<file path="src/cpmc_pkg.sv">
package cpmc_pkg;

  // Device mode registers as seen on the device's own register port.
  localparam logic [7:0] ADDR_MODE_A = 8'h00_F5;
  localparam logic [7:0] ADDR_MODE_B = 8'h00_F6;
  localparam int BIT_CLK_SEL = 7;
  localparam int BIT_LOW_PWR = 6;
  localparam int BIT_SYNC_SEL = 5;
  localparam int BIT_DISP_EN = 3;
  localparam int BIT_MAIN_HALT = 6;
  localparam int BIT_SUB_EN = 5;
  localparam logic [7:0] MODE_A_RST = 8'h00_00;
  localparam logic [7:0] MODE_B_RST = 8'h00_00;

  // Source edges per wake prescaler tick, as terminal counts.
  localparam logic [3:0] MAIN_PRE_LAST = 4'h0_00F;
  localparam logic [3:0] SUB_PRE_LAST = 4'h0_007;

  // Timer width shared by both ends.
  localparam int TMR_W = 8;

  // Controller register offsets on the APB side.
  localparam logic [7:0] OFS_MODE_A = 8'h00_00;
  localparam logic [7:0] OFS_MODE_B = 8'h00_04;
  localparam logic [7:0] OFS_TIMER = 8'h00_08;
  localparam logic [7:0] OFS_CMD = 8'h00_0C;
  localparam logic [7:0] OFS_STATUS = 8'h00_10;

  // Oscillator settling time in microseconds and its cycle count at mclk.
  localparam int CLK_PERIOD_NS = 10;
  localparam int OSC_STAB_US = 100;
  localparam int OSC_STAB_CYC = (OSC_STAB_US * 1000 + CLK_PERIOD_NS - 1) / CLK_PERIOD_NS;

  // Power state of the device, one-hot.
  typedef enum logic [3:0] {
    ST_RUN = 4'b0001,
    ST_WAIT = 4'b0010,
    ST_STOP = 4'b0100,
    ST_WAKE = 4'b1000
  } cpmc_state_t;

endpackage

</file>
<file path="src/cpmc_link_if.sv">
`timescale 1ns/100ps
// Same-clock link between the controller and the clock block.
interface cpmc_link_if;
  import cpmc_pkg::*;
  logic regWrite;             // One-cycle write strobe to a mode register.
  logic [7:0] regAddr;        // Mode register address.
  logic [7:0] regWdata;       // Mode register write data.
  logic stopInstr;            // One-cycle stop instruction pulse.
  logic waitInstr;            // One-cycle wait instruction pulse.
  logic [TMR_W-1:0] t1Load;   // Timer 1 reload value.
  logic [TMR_W-1:0] t2Load;   // Timer 2 reload value.
  logic [2:0] irqEnable;      // Enables: [0] ext one, [1] ext two, [2] serial.
  logic linkReset;            // Reset driven by the controller, active high.
  logic [3:0] devState;       // Device power state, one-hot.
  logic [7:0] devModeA;       // Readback of mode register A.
  logic [7:0] devModeB;       // Readback of mode register B.
  modport host (output regWrite, regAddr, regWdata, stopInstr, waitInstr, t1Load, t2Load,
                irqEnable, linkReset, input devState, devModeA, devModeB);
  modport dev (input regWrite, regAddr, regWdata, stopInstr, waitInstr, t1Load, t2Load,
               irqEnable, linkReset, output devState, devModeA, devModeB);
endinterface // cpmc_link_if

</file>
<file path="src/cpmc_device.sv">
// Our own choices: the APB register port and the placing of the registers.
`timescale 1ns/100ps
// Clock and power mode block: builds the CPU clock from one of two
// oscillators and sequences stop and wait modes.
module cpmc_device
  import cpmc_pkg::*;
(
  input wire logic mclk,
  input wire logic rst,
  input wire logic ce,
  cpmc_link_if.dev link,
  input wire logic mainOscInput,
  input wire logic subOscInput,
  input wire logic extIrqOne,
  input wire logic extIrqTwo,
  input wire logic serialIrq,
  input wire logic resetHighVolt,
  input wire logic singleChip,
  input wire logic syncFetch,
  output logic phiClock,
  output logic mainOscEnable,
  output logic subOscEnable,
  output logic oscOutPin
);

  // Whole state of the block, registered as one word.
  typedef struct packed {
    cpmc_state_t state;       // Power state.
    logic [2:0] mainSync;     // Main oscillator synchroniser plus edge stage.
    logic [2:0] subSync;      // Sub oscillator synchroniser plus edge stage.
    logic [1:0] irq1Sync;     // External interrupt one synchroniser.
    logic [1:0] irq2Sync;     // External interrupt two synchroniser.
    logic [1:0] serSync;      // Serial interrupt synchroniser.
    logic [1:0] hvSync;       // High-voltage reset detect synchroniser.
    logic [7:0] modeA;        // Clock select, low power, sync select, display.
    logic [7:0] modeB;        // Main halt and sub oscillator enable.
    logic [TMR_W-1:0] t1;     // Wake timer 1 count.
    logic [TMR_W-1:0] t2;     // Wake timer 2 count.
    logic [3:0] pre;          // Wake prescaler.
    logic divCnt;             // Half of the main divide-by-four.
    logic phi;                // Internal clock level.
    logic actSel;             // Source in use: 1 sub, 0 main.
    logic mainEn;             // Main oscillator enable.
    logic subEn;              // Sub oscillator enable.
    logic oscOut;             // Oscillator output pin level.
  } cpmc_dev_t;

  // Value taken on reset: run mode, clock high, main source.
  localparam cpmc_dev_t DEV_RST = '{
    state: ST_RUN, mainSync: 3'h0_0, subSync: 3'h0_0, irq1Sync: 2'h0_0,
    irq2Sync: 2'h0_0, serSync: 2'h0_0, hvSync: 2'h0_0, modeA: MODE_A_RST,
    modeB: MODE_B_RST, t1: '0, t2: '0, pre: 4'h0_000, divCnt: 1'b0,
    phi: 1'b1, actSel: 1'b0, mainEn: 1'b1, subEn: 1'b0, oscOut: 1'b0};

  cpmc_dev_t st;
  cpmc_dev_t next_st;
  logic mainEdge;     // Rising edge of the synchronised main oscillator.
  logic subEdge;      // Rising edge of the synchronised sub oscillator.
  logic srcEdge;      // Rising edge of the source now in use.
  logic irqHit;       // An enabled wake interrupt is pending.
  logic preLast;      // Prescaler reached its terminal count.
  logic clkSel;       // Requested source, 1 for sub.
  logic mainHalt;     // Main oscillator halted by software.

  // Next-state logic for the whole block.
  always_comb begin
    next_st = st;
    // Two stages before any use; stage 0 feeds only stage 1.
    next_st.mainSync = {st.mainSync[1:0], mainOscInput};
    next_st.subSync = {st.subSync[1:0], subOscInput};
    next_st.irq1Sync = {st.irq1Sync[0], extIrqOne};
    next_st.irq2Sync = {st.irq2Sync[0], extIrqTwo};
    next_st.serSync = {st.serSync[0], serialIrq};
    next_st.hvSync = {st.hvSync[0], resetHighVolt};
    mainEdge = st.mainSync[1] & ~st.mainSync[2];
    subEdge = st.subSync[1] & ~st.subSync[2];
    srcEdge = st.actSel ? subEdge : mainEdge;
    irqHit = |(link.irqEnable & {st.serSync[1], st.irq2Sync[1], st.irq1Sync[1]});
    preLast = st.actSel ? (st.pre == SUB_PRE_LAST) : (st.pre == MAIN_PRE_LAST);

    // Mode register writes from the core.
    if (link.regWrite) begin
      if (link.regAddr == ADDR_MODE_A) begin
        next_st.modeA = link.regWdata;
      end else if (link.regAddr == ADDR_MODE_B) begin
        next_st.modeB = link.regWdata;
      end
    end
    clkSel = next_st.modeA[BIT_CLK_SEL];
    mainHalt = next_st.modeB[BIT_MAIN_HALT];

    // Low-power bit cannot stay set without the oscillators to back it.
    if (!next_st.modeB[BIT_SUB_EN] || (!clkSel && mainHalt)) begin
      next_st.modeA[BIT_LOW_PWR] = 1'b0;
    end

    // Power state sequencing.
    case (st.state)
      ST_RUN: begin
        if (link.stopInstr) begin
          // Timers take their reload values at the stop instruction itself.
          next_st.state = ST_STOP;
          next_st.t1 = link.t1Load;
          next_st.t2 = link.t2Load;
          next_st.pre = 4'h0_000;
        end else if (link.waitInstr) begin
          next_st.state = ST_WAIT;
        end
      end
      ST_WAIT: begin
        // Oscillator never stopped, so the clock returns at once.
        if (irqHit) begin
          next_st.state = ST_RUN;
        end
      end
      ST_STOP: begin
        if (irqHit) begin
          next_st.state = ST_WAKE;
        end
      end
      ST_WAKE: begin
        // Source divided by 16 or 8 steps timer 1, whose underflow steps timer 2.
        if (srcEdge) begin
          if (preLast) begin
            next_st.pre = 4'h0_000;
            if (st.t1 == '0) begin
              next_st.t1 = link.t1Load;
              if (st.t2 == '0) begin
                next_st.state = ST_RUN;
              end else begin
                next_st.t2 = st.t2 - 1'b1;
              end
            end else begin
              next_st.t1 = st.t1 - 1'b1;
            end
          end else begin
            next_st.pre = st.pre + 4'h0_001;
          end
        end
      end
      default: begin
        next_st.state = ST_RUN;
      end
    endcase

    // Oscillators are off only in stop, when software halts main, or while the sub enable bit is clear.
    next_st.mainEn = (next_st.state != ST_STOP) && !mainHalt;
    next_st.subEn = (next_st.state != ST_STOP) && next_st.modeB[BIT_SUB_EN];

    // Internal clock: held high from the very edge that leaves run, so the stop
    // or wait edge can never drop it; else main/4 or sub/2.
    if (next_st.state != ST_RUN) begin
      next_st.phi = 1'b1;
      next_st.divCnt = 1'b0;
    end else begin
      // Source swaps only while the clock is high, in the first half of a high phase on main,
      // so the phase carrying the swap may grow or be cut short; growth is up to one extra half period.
      if (st.phi && !st.divCnt && !srcEdge) begin
        next_st.actSel = clkSel;
      end
      if (srcEdge) begin
        if (st.actSel) begin
          next_st.phi = ~st.phi;
        end else begin
          next_st.divCnt = ~st.divCnt;
          if (st.divCnt) begin
            next_st.phi = ~st.phi;
          end
        end
      end
    end

    // Oscillator output pin routing.
    if (singleChip) begin
      next_st.oscOut = st.mainSync[1];
    end else if (st.hvSync[1]) begin
      next_st.oscOut = syncFetch;
    end else if (st.modeA[BIT_SYNC_SEL] && !(st.modeA[BIT_CLK_SEL] && mainHalt)) begin
      next_st.oscOut = syncFetch;
    end else begin
      next_st.oscOut = st.mainSync[1];
    end
  end

  // State register; reset from either side leaves stop with no wait.
  always_ff @(posedge mclk) begin
    if (rst || link.linkReset) begin
      st <= DEV_RST;
    end else if (ce) begin
      st <= next_st;
    end
  end

  // Outputs straight from the state word.
  assign phiClock = st.phi;
  assign mainOscEnable = st.mainEn;
  assign subOscEnable = st.subEn;
  assign oscOutPin = st.oscOut;
  assign link.devState = st.state;
  assign link.devModeA = st.modeA;
  assign link.devModeB = st.modeB;

endmodule // cpmc_device

</file>
<file path="src/flat_wrapper.sv">
// flat-port wrapper written by rule: the top's interface ports become plain ports
module cpmc_device_flat import cpmc_pkg::*;
  (mclk, rst, ce, mainOscInput, subOscInput, extIrqOne, extIrqTwo, serialIrq, resetHighVolt, singleChip, syncFetch, phiClock, mainOscEnable, subOscEnable, oscOutPin, link_regWrite, link_regAddr, link_regWdata, link_stopInstr, link_waitInstr, link_t1Load, link_t2Load, link_irqEnable, link_linkReset, link_devState, link_devModeA, link_devModeB);
  cpmc_link_if link_i ();
  input wire logic mclk;
  input wire logic rst;
  input wire logic ce;
  input wire logic mainOscInput;
  input wire logic subOscInput;
  input wire logic extIrqOne;
  input wire logic extIrqTwo;
  input wire logic serialIrq;
  input wire logic resetHighVolt;
  input wire logic singleChip;
  input wire logic syncFetch;
  output logic phiClock;
  output logic mainOscEnable;
  output logic subOscEnable;
  output logic oscOutPin;
  input wire logic [$bits(link_i.regWrite)-1:0] link_regWrite;
  input wire logic [$bits(link_i.regAddr)-1:0] link_regAddr;
  input wire logic [$bits(link_i.regWdata)-1:0] link_regWdata;
  input wire logic [$bits(link_i.stopInstr)-1:0] link_stopInstr;
  input wire logic [$bits(link_i.waitInstr)-1:0] link_waitInstr;
  input wire logic [$bits(link_i.t1Load)-1:0] link_t1Load;
  input wire logic [$bits(link_i.t2Load)-1:0] link_t2Load;
  input wire logic [$bits(link_i.irqEnable)-1:0] link_irqEnable;
  input wire logic [$bits(link_i.linkReset)-1:0] link_linkReset;
  output wire logic [$bits(link_i.devState)-1:0] link_devState;
  output wire logic [$bits(link_i.devModeA)-1:0] link_devModeA;
  output wire logic [$bits(link_i.devModeB)-1:0] link_devModeB;
  assign link_i.regWrite = link_regWrite;
  assign link_i.regAddr = link_regAddr;
  assign link_i.regWdata = link_regWdata;
  assign link_i.stopInstr = link_stopInstr;
  assign link_i.waitInstr = link_waitInstr;
  assign link_i.t1Load = link_t1Load;
  assign link_i.t2Load = link_t2Load;
  assign link_i.irqEnable = link_irqEnable;
  assign link_i.linkReset = link_linkReset;
  assign link_devState = link_i.devState;
  assign link_devModeA = link_i.devModeA;
  assign link_devModeB = link_i.devModeB;
  cpmc_device u_core (.mclk(mclk), .rst(rst), .ce(ce), .link(link_i), .mainOscInput(mainOscInput), .subOscInput(subOscInput), .extIrqOne(extIrqOne), .extIrqTwo(extIrqTwo), .serialIrq(serialIrq), .resetHighVolt(resetHighVolt), .singleChip(singleChip), .syncFetch(syncFetch), .phiClock(phiClock), .mainOscEnable(mainOscEnable), .subOscEnable(subOscEnable), .oscOutPin(oscOutPin));
endmodule
</file>
<file path="config.mk">
export PLATFORM = sky130hd
export DESIGN_NAME = cpmc_device_flat
export DESIGN_NICKNAME = d
export VERILOG_FILES = /design/src/cpmc_pkg.sv /design/src/cpmc_link_if.sv /design/src/cpmc_device.sv /design/src/flat_wrapper.sv
export SDC_FILE = /design/constraint.sdc
export NUM_CORES = 1
export LEC_CHECK = 0
export ABC_AREA = 1
export BUFFER_PORTS_ARGS = -buffer_cell sky130_fd_sc_hd__buf_4
export CORE_UTILIZATION = 52
export CTS_CLUSTER_DIAMETER = 60
export CTS_CLUSTER_SIZE = 14
export DETAILED_ROUTE_END_ITERATION = 10
export HOLD_SLACK_MARGIN = 0.1
export PLACE_DENSITY = 0.81
export SYNTH_ARGS = -nofsm -noshare
export SYNTH_HDL_FRONTEND = slang
export SYNTH_SLANG_ARGS = --single-unit
</file>
<file path="constraint.sdc">
create_clock -name mclk -period 2.15 [get_ports mclk]
set_input_delay 0.3225 -clock mclk [delete_from_list [all_inputs] [get_ports mclk]]
set_output_delay 0.3225 -clock mclk [all_outputs]
set_load 0.005 [all_outputs]
</file>
# Word-level counts from Yosys, hierarchy flattened

Index checks and enable logic that the tools add are counted.

Output and inout bits: 24
Bits in registers: 60
Input port bits: 50
Logic and storage cells: 113

Mux-type cells: 32
Equality and inequality tests: 16
$add $sub $neg: 3
Bitwise operators: 9
Reductions and logical operators: 32

Operator list:

| operator            | number |
|---|---|
| $mux 8              | 6 |
| $mux 20             | 2 |
| $pmux 20 s2         | 1 |
| $mux 4              | 9 |
| $mux 16             | 2 |
| $eq 8x8->1 const B  | 2 |
| $logic_not 8->1     | 2 |
| $pmux 4 s4          | 1 |
| $sub 8x1->8 const B | 2 |
| $reduce_and 3->1    | 5 |
| $mux 1              | 9 |
| $eq 4x3->1 const B  | 2 |
| $eq 4x4->1 const B  | 2 |
| $reduce_and 4->1    | 2 |
| $reduce_bool 2->1   | 4 |
| $logic_and 1x1->1   | 7 |
| $reduce_and 7->1    | 1 |
| $logic_not 1->1     | 6 |
| $ne 2x1->1 const B  | 3 |
| $ne 2x2->1 const B  | 3 |
| $not 1->1           | 6 |
| $reduce_and 5->1    | 1 |
| $add 4x1->4 const B | 1 |
| $eq 4x1->1 const B  | 1 |
| other kinds (9)     | 12 |

# Logic depth before layout (Yosys ltp)

Gate-level depths: netlist of run 1.

Depth in word-level cells: 10
Mapped depth: 13
Gate-level depth less buffers: 13

# Least setup slack after synthesis of run 1

OpenSTA, ideal clock, no wires.

Path kind: register to register
Start point: register u_core.st[6] (netlist name)
End point: register u_core.st[14] (netlist name)
Data required time: 2.018 ns
Library setup time: 0.132 ns
Data arrival time: 1.455 ns
Setup slack: 0.563 ns
Clock period less this slack: 1.587 ns
Path buffers: 1
Stages on the path, launching flop included: 11
Cell sequence: dfxtp_1 -> ha_1 -> nand2_1 -> nand3b_1 -> nor2_1 -> nand2_1 -> o21ai_1 -> nand2_1 -> buf_4 -> o21ai_1 -> a21oi_1

Word-level cells in the longest chain between the ends: 4
Elaborated cells between the ends (all ways): 5
Those cells by class: eq/ne: 3; mux: 1; reduce/logical: 1

RTL lines:

| what                                     | line               | text |
|---|---|---|
| start: declaration                       | cpmc_device.sv:55  | `cpmc_dev_t st;` |
| start signal: assignment                 | cpmc_device.sv:190 | `st <= next_st;` |
| $eq 4x4->1 or $eq 4x3->1 (tied branches) | cpmc_device.sv:79  | `preLast = st.actSel ? (st.pre == SUB_PRE_LAST) : (st.pre == MAIN_PRE_LAST);` |
| $mux 1 *                                 | cpmc_device.sv:79  |  |
| $ne 2x1->1 (no line) *                   | -                  |  |
| $reduce_and 7->1 (no line) *             | -                  |  |

Every way passes the cells marked *; elsewhere a longest branch is shown, timed or not.
A chain may end at the register's enable or synchronous reset.

# Final worst setup path of run 1

Start point: register u_core.st[10] (netlist name)
End point: register u_core.st[17] (netlist name)

Word-level cells in the longest chain between the ends: 6
Elaborated cells between the ends (all ways): 9
Those cells by class: add/sub: 1; eq/ne: 1; mux: 5; reduce/logical: 2

RTL lines:

| what        | line               | text |
|---|---|---|
| $sub 8x1->8 | cpmc_device.sv:131 | `next_st.t2 = st.t2 - 1'b1;` |
| $mux 8      | cpmc_device.sv:128 | `if (st.t2 == '0) begin` |
| $mux 8      | cpmc_device.sv:126 | `if (st.t1 == '0) begin` |
| $mux 16     | cpmc_device.sv:124 | `if (preLast) begin` |
| $mux 20     | cpmc_device.sv:123 | `if (srcEdge) begin` |
| $pmux 20 s2 | cpmc_device.sv:98  | `case (st.state)` |

Several ways; a longest one is shown, not always the timed one. The select of a mux whose other input is x is not followed.

==> results of run 1 <==
## synth_stat cells (all sizes together)
| cell | instances | area, um2 |
|---|---|---|
| a21oi | 47 | 235 |
| buf | 26 | 180 |
| clkinv | 1 | 3.75 |
| o22ai | 3 | 18.8 |
| dfxtp | 60 | 1200 |
| xnor2 | 2 | 17.5 |
| ha | 4 | 50.1 |
| nor3 | 6 | 30.0 |
| or2 | 4 | 25.0 |
| nand3b | 2 | 15.0 |
| nand4 | 6 | 37.5 |
| nand2 | 90 | 345 |
| mux2i | 1 | 10.0 |
| o211a | 1 | 10.0 |
| inv | 53 | 201 |
| a211oi | 8 | 65.1 |
| a31oi | 1 | 6.26 |
| clkbuf | 9 | 33.8 |
| o21ai | 46 | 241 |
| nor2 | 53 | 233 |
| o211ai | 2 | 15.0 |
| o21a | 1 | 7.51 |
| o31ai | 2 | 15.0 |
| nand3 | 22 | 128 |
| xor2 | 5 | 43.8 |
## repair_timing
action | CTS | global route
setup buffers | 0 | 0
endpoints found under the setup margin | 0 | 2
resized for setup | 0 | 1
## stage by stage
stage	cell area (um2)	util	power, mW	cells	hold WS, ns
after floorplan	3170	-	1.41	455	0.434
after global routing	3890	0.661	2.74	593	0.219
after global placement	3660	0.623	1.53	577	0.446
after detailed placement	3660	0.623	1.55	577	0.445
final	3890	0.661	2.62	593	0.214
after CTS	3890	0.660	2.64	593	0.207
## registers in the layout, indices dropped and copies added (netlist names)
name and count:
u_core.link.devModeA 8, u_core.mainOscEnable 1, u_core.phiClock 1, u_core.link.devState 4, u_core.next_st 8, u_core.st 28
u_core.subOscEnable 1, u_core.link.devModeB 8, u_core.oscOutPin 1
## where the power goes
group	internal [mW]	leakage (nW)	total (mW)	switching [mW]
sequential	1.14	0.486	1.16	0.0214
clock	0.660	0.112	1.10	0.437
combinational	0.158	1.20	0.367	0.209
total	1.96	1.80	2.62	0.667
## cell type report
cell class                 count  area [um2]  share of cell area
tap                           75        93.8              0.0241
clock inverter                 3        42.5              0.0109
inverter                      54         205              0.0528
timing repair buffer          82         616               0.158
sequential                    60        1200               0.309
multi-input combinational    306        1550               0.399
clock buffer                  13         179              0.0460
## logic make-up after synthesis
| logic type | Yosys count | synth area share |
|---|---|---|
| buffers and inverters | 89 | 0.132 |
| AO/OA/AOI/OAI | 111 | 0.194 |
| multiplexers | 1 | 0.00316 |
| flip-flops | 60 | 0.379 |
| XOR/XNOR | 7 | 0.0193 |
| adder cells (fa/ha/maj) | 4 | 0.0158 |
| AND/OR/NAND/NOR | 183 | 0.257 |
## path summary, 6_finish.rpt
check                     startpoint                      end  slack, ns  cells after the start
max                    u_core.st[10]            u_core.st[17]       0.24                     12
min                 link_regWdata[2]  u_core.link.devModeA[2]       0.21                      3
max reg2reg            u_core.st[10]            u_core.st[17]       0.24                     12
min reg2reg  u_core.link.devModeB[3]  u_core.link.devModeB[3]       0.46                      2
## per-layer routing
layer / share of wire / vias to the layer above
met4: 0.017 / 0
met2: 0.48 / 61
met5: 0 / -
li1: - / 1580
met1: 0.45 / 1378
met3: 0.049 / 12
## worst max-delay path: stages, from the launching register on
cell and delay, ns:
dfxtp_1 0.31, inv_1 0.11, ha_1 0.18, inv_1 0.04, nor2_1 0.18, nand2_1 0.16, nor2_1 0.20, o21ai_1 0.10
nand2_2 0.14, buf_4 0.17, nor2_1 0.04, o21ai_0 0.06, a21oi_1 0.09
==> metrics.md, run 1 <==
| Metric | Value |
|---|---|
| Via density | 5.11 |
| Gp weighted congestion | 0.841 |
| Worst setup EP type | flip-flop |
| M1 GR Usage | 0.279 |
| Routed wire length | 7.12 mm |
| Achievable Freq | 523 MHz |
| Register bit total from synthesis | 60 |
| Final Hold Violating Endpoints | 0 |
| Final setup fails | 0 |
| Worst setup path class | flip-flop to flip-flop |
| Post-Syn Area per Cell | 6.97 um2 |
| Clk sinks | 60 |
| Slew @ Worst Pin | 0.458 ns |
| IO buf count | 73 |
| # hold bufs at CTS | 0 |
| Synth Net Count | 509 |
| Met2 usage | 0.413 |
| Critical path required time | 2.37 ns |
| FP Rows | 28 |
| Layout cells sized above 1 | 0.228 |
| Setup TNS | 0 ns |
| Sequential share of the synthesized area | 0.379 |
| All-Layer GR Usage | 0.241 |
| Largest net degree at the start of global routing | 27 |
| Min-delay worst type | input pin to flip-flop |
| Antenna Violating Nets Remaining | 0 |
| Io pins | 74 |
| Residual DRC | 0 |
| Diodes inserted | 0 |
| Setup ws final | 0.238 ns |
| Slew HR | 0.694 |
| Leak Pwr | 1.80 nW |
| First-pass GRT wire length | 12.1 mm |
| Setup WS pre-CTS | 0.253 ns |
| Power per Cell Area | 674 nW/um2 |
| Global routing's busiest layer | met2 |
| Mapped Area | 3170 um2 |
| RSZ-0062 raised after global routing | no |
| Most frequent cells in the layout | 86 x nand2_1, 82 x buf_4, 60 x dfxtp_1 |
| H-tree level count | 3 |
| Pre-Repair DR Iteration Count | 5 |
| Max Cap Viol | 0 |
| Setup crit start kind | flip-flop |
| Initial antenna violation count | 0 |
| Syn. warnings | 0 |
| Synth Instances | 455 |
| Tmin final | 1.91 ns |
| Reg clk slew, reported paths | 0.07 ns |
| Slew Viols, Final | 0 |
| DIE WIDTH | 80.1 um |
| WL/cell | 12.0 um |
| Die footprint | 6410 um2 |
| Max clock buf depth | 2 |
| Via count | 3031 |
| Cell variety after synth | 38 |
| Crit Path Max Fanout | 7 |
| Worst skew pair latency | 0.34 ns |
| Final-stage net count | 567 |
| CTS Root Cell | clkbuf_8 |
| Hpwl dp | around 5.2 mm |
| Commonest non-fill, non-tap cell in the layout | nand2_1 |
| Final period util | 0.890 |
| Fillers | around 540 |
| Num CTS Buffers | 9 |
| Met3 Use GR | 0.0568 |
| Data arrival time of the worst path | 2.13 ns |
| Core footprint | about 6000 um2 |
| Die H | around 80 um |
| Initial Utilization | 0.538 |
| Vias in the first global route | 2856 |
| Peak VDD IR | 0.386 mV |
| TritonCTS clock tree | built |
| Status | finished, final reports clean |
| Drt first-iter violations | 123 |
| Gr ovfl total | 0 |
| Area delta synth->final | 22.7% |
| Skew final | 0.00723 ns |
Note: power is estimated with default switching activity, not from simulation.
==> run 2, diff against run 1 <==
RECOVER_POWER = 100   (was unset)
==> run 2 against run 1 <==
Compared with the run above: global-route usage unchanged; count of clock-buffer cells in the layout unchanged; cell count unchanged; cell area down 1.1%; flip-flop and latch count unchanged.
==> metrics.md, run 2 (synthesis gave the netlist of run 1 again) <==
| Metric | Value |
|---|---|
| Commonest non-fill, non-tap cell in the layout | nand2_1 (unchanged) |
| Worst setup EP type | flip-flop (unchanged) |
| Setup TNS | 0 ns (unchanged) |
| Power per Cell Area | 678 nW/um2 (was 674 nW/um2) |
| Slew HR | 0.304 (was 0.694) |
| Clk sinks | 60 (unchanged) |
| Critical path required time | 2.36 ns (was 2.37 ns) |
| Combinational power share | 0.137 (was 0.140) |
| Sequential share of power | 0.444 (was 0.442) |
| Worst Reg-to-Reg Cells | 12 (unchanged) |
| Die H | 80.1 um (unchanged) |
| RSZ-0062 raised after global routing | no (unchanged) |
| Clk pwr share | 0.419 (was 0.418) |
| Sw power | 657 uW (was 667 uW) |
| Min-delay worst type | input pin to flip-flop (unchanged) |
| Crit Path Max Fanout | 7 (unchanged) |
| Num CTS Buffers | 9 (unchanged) |
| TritonCTS clock tree | built (unchanged) |
| Die footprint | 6410 um2 (unchanged) |
| First-pass GRT wire length | 12.1 mm (unchanged) |
| FP Rows | 28 (unchanged) |
| Slew @ Worst Pin | 1.04 ns (was 0.458 ns) |
| Routed wire length | 7.08 mm (was 7.12 mm) |
| Core footprint | 5890 um2 (unchanged) |
| Io pins | 74 (unchanged) |
| Area delta synth->final | 21.4% (was 22.7%) |
| R2R Path Start | u_core.st[10] (unchanged) |
| Hold Slack | 0.219 ns (was 0.214 ns) |
| Setup crit start | u_core.st[10] (unchanged) |
| Largest net degree at the start of global routing | 27 (unchanged) |
| Initial Utilization | 0.538 (unchanged) |
| Reg2Reg Setup Slack | 0.24 ns (about the same) |
| Internal power | 1.95 mW (was 1.96 mW) |
| Max clock buf depth | 2 (unchanged) |
| Drt first-iter violations | 138 (was 123) |
| Status | finished, final reports clean (unchanged) |
| Worst setup path class | flip-flop to flip-flop (unchanged) |
| Slowest stage cell, crit path | dfxtp_1 (unchanged) |
| WL/cell | 11.9 um (was 12.0 um) |
| Initial antenna violation count | 0 (unchanged) |
| Delay of the slowest cell on the worst path | 0.31 ns (about the same) |
| Achievable Freq | 524 MHz (was 523 MHz) |
| Vias in the first global route | 2856 (unchanged) |
| Pre-Repair DR Iteration Count | 5 (unchanged) |
| Max Cap Viol | 0 (unchanged) |
| Reg2reg end | u_core.st[17] (unchanged) |
| Leak Pwr | 1.77 nW (was 1.80 nW) |
| Final Hold Violating Endpoints | 0 (unchanged) |
| Largest register FFs | 28 (unchanged) |
| Gr ovfl total | 0 (unchanged) |
| Switch share | 0.252 (was 0.254) |
| Via count | 3032 (was 3031) |
| Tmin final | 1.91 ns (about the same) |
| Worst path most repeated cell | nor2_1 (unchanged) |
| Worst setup path end | u_core.st[17] (unchanged) |
| Largest register by flop count | u_core.st (unchanged) |
| Final-stage net count | 567 (unchanged) |
| Most frequent cells in the layout | 88 x nand2_1, 60 x dfxtp_1, 53 x buf_4 (was 86 x nand2_1, 82 x buf_4, 60 x dfxtp_1) |
| Crit-path cells | inv_1 > ha_1 > inv_1 > nor2_1 > nand2_1 > nor2_1 > o21ai_1 > nand2_2 > buf_4 > nor2_1 > o21ai_0 > a21oi_1 (unchanged) |
| Fillers | 552 (was 541) |
| Via density | 5.11 (about the same) |
| H-tree level count | 3 (unchanged) |
| DIE WIDTH | 80.1 um (unchanged) |
| Layout cells sized above 1 | 0.208 (was 0.228) |
| Hpwl dp | 5.25 mm (unchanged) |
| Worst skew pair latency | 0.33 ns (was 0.34 ns) |
| Slew Viols, Final | 0 (unchanged) |
| Setup crit start kind | flip-flop (unchanged) |
| Residual DRC | 0 (unchanged) |
| Diodes inserted | 0 (unchanged) |
| Data arrival time of the worst path | 2.12 ns (was 2.13 ns) |
| Tot Pwr | 2.61 mW (was 2.62 mW) |
| Peak VDD IR | 0.386 mV (about the same) |
| Gp weighted congestion | 0.841 (unchanged) |
| CTS Root Cell | clkbuf_8 (unchanged) |
| Reg clk slew, reported paths | 0.07 ns (about the same) |
| All-Layer GR Usage | 0.241 (unchanged) |
| Antenna Violating Nets Remaining | 0 (unchanged) |
| Skew final | 0.00817 ns (was 0.00723 ns) |
| Core Util, Final | 0.653 (was 0.661) |
| Final period util | 0.888 (was 0.890) |
| Final setup fails | 0 (unchanged) |
| IO buf count | 73 (unchanged) |
[run 2: metal layers]
metal  wire length, um  part of all wire  vias to the layer above  track usage
met5                 0                 0                        -            0
met4               128             0.018                        0        0.123
met3               304             0.043                       13       0.0568
met2              3480              0.49                       60        0.413
met1              3170              0.45                     1377        0.279
li1                  -                 -                     1582            -
[run 2: power by group through the flow]
stage          Sequential, mW  Combinational [mW]  Clock (mW)
2_1_floorplan            1.18               0.234           0
3_3_place_gp             1.18               0.352           0
3_5_place_dp             1.18               0.362           0
4_1_cts                  1.16               0.366        1.12
5_1_grt                  1.16               0.403        1.17
6_report                 1.16               0.356        1.09
[run 2: worst max-delay path, delay by kind of cell, from the launching register on]
family / cells / cell delay (ns)
compound gates: 3 / 0.25
fa+ha+maj: 1 / 0.18
simple gates: 5 / 0.72
buf+inv: 3 / 0.32
flops: 1 / 0.31
[run 2: what timing repair did]
action | 4_1_cts | 5_1_grt
gates resized for setup | 0 | 1
hold buffers | 0 | 0
setup buffers | 0 | 0
endpoints found under the setup margin | 0 | 2
[run 2: worst min path at each step]
stage                                  startpoint  slack [ns]  depth (start not counted)                      end
after floorplan                     u_core.st[43]        0.43                          2            u_core.st[43]
after global placement    u_core.link.devModeB[4]        0.45                          2  u_core.link.devModeB[4]
after detailed placement  u_core.link.devModeB[3]        0.45                          2  u_core.link.devModeB[3]
after CTS                        link_regWdata[2]        0.21                          3  u_core.link.devModeA[2]
after global routing             link_regWdata[3]        0.22                          3  u_core.link.devModeA[3]
final                            link_regWdata[2]        0.22                          3  u_core.link.devModeA[2]
[run 2: metrics by stage]
| step | cells | instance area, um2 | worst slack, ns |
|---|---|---|---|
| floorplan | 455 | 3170 | 0.563 |
| global placement | 577 | 3660 | 0.384 |
| detailed placement | 577 | 3660 | 0.253 |
| CTS | 593 | 3890 | 0.161 |
| global route | 593 | 3850 | 0.0505 |
| finish | 593 | 3850 | 0.241 |
[run 2: area by class of cell]
cell class	count	area, um2	area share
Inverter	54	205	0.0534
Clock buffer	13	179	0.0465
Tap cell	75	93.8	0.0244
Multi-Input combinational cell	306	1530	0.398
Sequential cell	60	1200	0.312
Clock inverter	3	42.5	0.0111
Timing Repair Buffer	82	593	0.154
==> run 3, diff against run 2 <==
CORE_UTILIZATION = 40   (was 52)
PLACE_DENSITY = 0.65   (was 0.81)
==> run 3 against run 2 <==
Compared with the run above: combinational power shrank 2%; register-to-register slack gained 0.04 ns; critical path depth shrank 2; routed wire length shrank 0.92%; via count shrank 3.0%.
==> metrics.md, run 3 (synthesis gave the netlist of run 1 again) <==
| Metric | Value |
|---|---|
| Resized cells post-CTS | 0 (unchanged) |
| Setup WS pre-CTS | 0.197 ns (was 0.253 ns) |
| Final setup fails | 0 (unchanged) |
| RSZ-0062 raised after global routing | no (unchanged) |
| R2R Path Start | u_core.link.devState[0] (was u_core.st[10]) |
| Initial antenna violation count | 0 (unchanged) |
| Peak VDD IR | 0.352 mV (was 0.386 mV) |
| Power per Cell Area | 662 nW/um2 (was 678 nW/um2) |
| Vias in the first global route | 2642 (was 2856) |
| Slew Viols, Final | 0 (unchanged) |
| H-tree level count | 3 (unchanged) |
| Final-stage net count | 565 (was 567) |
| Top sig layer | met4 (unchanged) |
| Gr ovfl total | 0 (unchanged) |
| Largest net degree at the start of global routing | 28 (was 27) |
| Via count | 2942 (was 3032) |
| Drt first-iter violations | 170 (was 138) |
| Leak Pwr | 1.75 nW (was 1.77 nW) |
| Core footprint | 7690 um2 (was 5890 um2) |
| Max clock buf depth | 2 (unchanged) |
| All-Layer GR Usage | 0.176 (was 0.241) |
| Crit Path Max Fanout | 19 (was 7) |
| Final Hold Violating Endpoints | 0 (unchanged) |
| First-pass GRT wire length | 12.0 mm (was 12.1 mm) |
| Hold depth | 3 (unchanged) |
| Data arrival time of the worst path | 2.09 ns (was 2.12 ns) |
| WL/cell | 11.4 um (was 11.9 um) |
| Antenna Violating Nets Remaining | 0 (unchanged) |
| Worst skew pair latency | 0.33 ns (about the same) |
| Setup TNS | 0 ns (unchanged) |
| Die footprint | 8280 um2 (was 6410 um2) |
| Max Cap Viol | 0 (unchanged) |
| Reg clk slew, reported paths | 0.07 ns (about the same) |
| Area delta synth->final | 21.6% (was 21.4%) |
| Worst setup path class | flip-flop to flip-flop (unchanged) |
| Num CTS Buffers | 9 (unchanged) |
| Slew @ Worst Pin | 1.09 ns (was 1.04 ns) |
| Skew final | 0.00950 ns (was 0.00817 ns) |
| Die H | 91.0 um (was 80.1 um) |
| Setup crit start kind | flip-flop (unchanged) |
| Status | finished, final reports clean (unchanged) |
| DIE WIDTH | 91.0 um (was 80.1 um) |
| FP Rows | 32 (was 28) |
| Final period util | 0.870 (was 0.888) |
| Io pins | 74 (unchanged) |
| Met1 WL | 3.36 mm (was 3.17 mm) |
| Metal3 WL | 202 um (was 304 um) |
| Layout cells sized above 1 | 0.206 (was 0.208) |
| Hpwl dp | 5.12 mm (was 5.25 mm) |
| TritonCTS clock tree | built (unchanged) |
| Tmin final | 1.87 ns (was 1.91 ns) |
| Routed wire length | 7.02 mm (was 7.08 mm) |
| Min-delay worst type | input pin to flip-flop (unchanged) |
| Hold Startpoint | link_t2Load[5] (was link_regWdata[2]) |
| # hold bufs at CTS | 0 (unchanged) |
| Largest register FFs | 28 (unchanged) |
| Wire length on met2 | 3.35 mm (was 3.48 mm) |
| IO buf count | 73 (unchanged) |
| Worst setup EP type | flip-flop (unchanged) |
| Clk sinks | 60 (unchanged) |
| Residual DRC | 0 (unchanged) |
| Gp weighted congestion | 0.799 (was 0.841) |
| Most frequent cells in the layout | 88 x nand2_1, 60 x dfxtp_1, 50 x buf_4 (was 88 x nand2_1, 60 x dfxtp_1, 53 x buf_4) |
| Largest register by flop count | u_core.st (unchanged) |
| Achievable Freq | 535 MHz (was 524 MHz) |
| Post-CTS Repair Setup Buffers | 0 (unchanged) |
| Setup ws final | 0.280 ns (was 0.241 ns) |
| Worst Reg-to-Reg Cells | 10 (was 12) |
| Critical path required time | 2.37 ns (was 2.36 ns) |
| Initial Utilization | 0.412 (was 0.538) |
| Commonest non-fill, non-tap cell in the layout | nand2_1 (unchanged) |
| Diodes inserted | 0 (unchanged) |
| Pre-Repair DR Iteration Count | 6 (was 5) |
| Via density | 4.77 (was 5.11) |
| CTS Root Cell | clkbuf_8 (unchanged) |
| Setup crit start | u_core.link.devState[0] (was u_core.st[10]) |
| Slew HR | 0.273 (was 0.304) |
[run 3: cell types whose count changed in the layout (fill, tap and decap cells not counted), sizes merged]
cell and delta:
clkinvlp -1, clkbuf +2, buf -3, clkinv -1
[run 3: through the flow]
step                power, mW  area [um2]  hold WS (ns)   util  instances
global route             2.68        3850         0.208  0.501        617
CTS                      2.59        3890         0.215  0.506        617
finish                   2.55        3850         0.223  0.501        617
floorplan                1.41        3170         0.434      -        455
global placement         1.54        3680         0.443  0.479        602
detailed placement       1.54        3680         0.444  0.479        602
[run 3: power breakdown]
part           leakage (nW)  switching, mW  internal [mW]
registers             0.486         0.0212           1.14
logic                  1.16          0.200          0.149
clock network         0.103          0.416          0.626
total                  1.75          0.637           1.91
[run 3: layout make-up]
class,count,area [um2]
multi-input cells,306,1540
flip-flops and latches,60,1200
well taps,102,128
fillers,795,3830
clock inverters,1,30.0
inverters,54,203
repair buffers,80,582
clock buffers,14,173
[run 3: metal layers]
metal	vias up	global-route usage
li1	1583	-
met1	1303	0.224
met2	48	0.297
met3	8	0.0377
met4	0	0.0542
met5	-	0
[run 3: path summary, 6_finish.rpt]
check,slack [ns],to
max reg2reg,0.28,u_core.st[18]
min,0.22,u_core.st[15]
min reg2reg,0.46,u_core.link.devModeB[3]
max,0.28,u_core.st[18]
[run 3: critical path: stages, from the launching register on]
cell	delay, ns
dfxtp_1	0.37
nor2_4	0.16
nand3_4	0.20
nand2_1	0.15
nand2_1	0.09
nor2_4	0.11
o21ai_2	0.16
nor2_8	0.19
inv_2	0.12
o21ai_0	0.15
a21oi_1	0.05
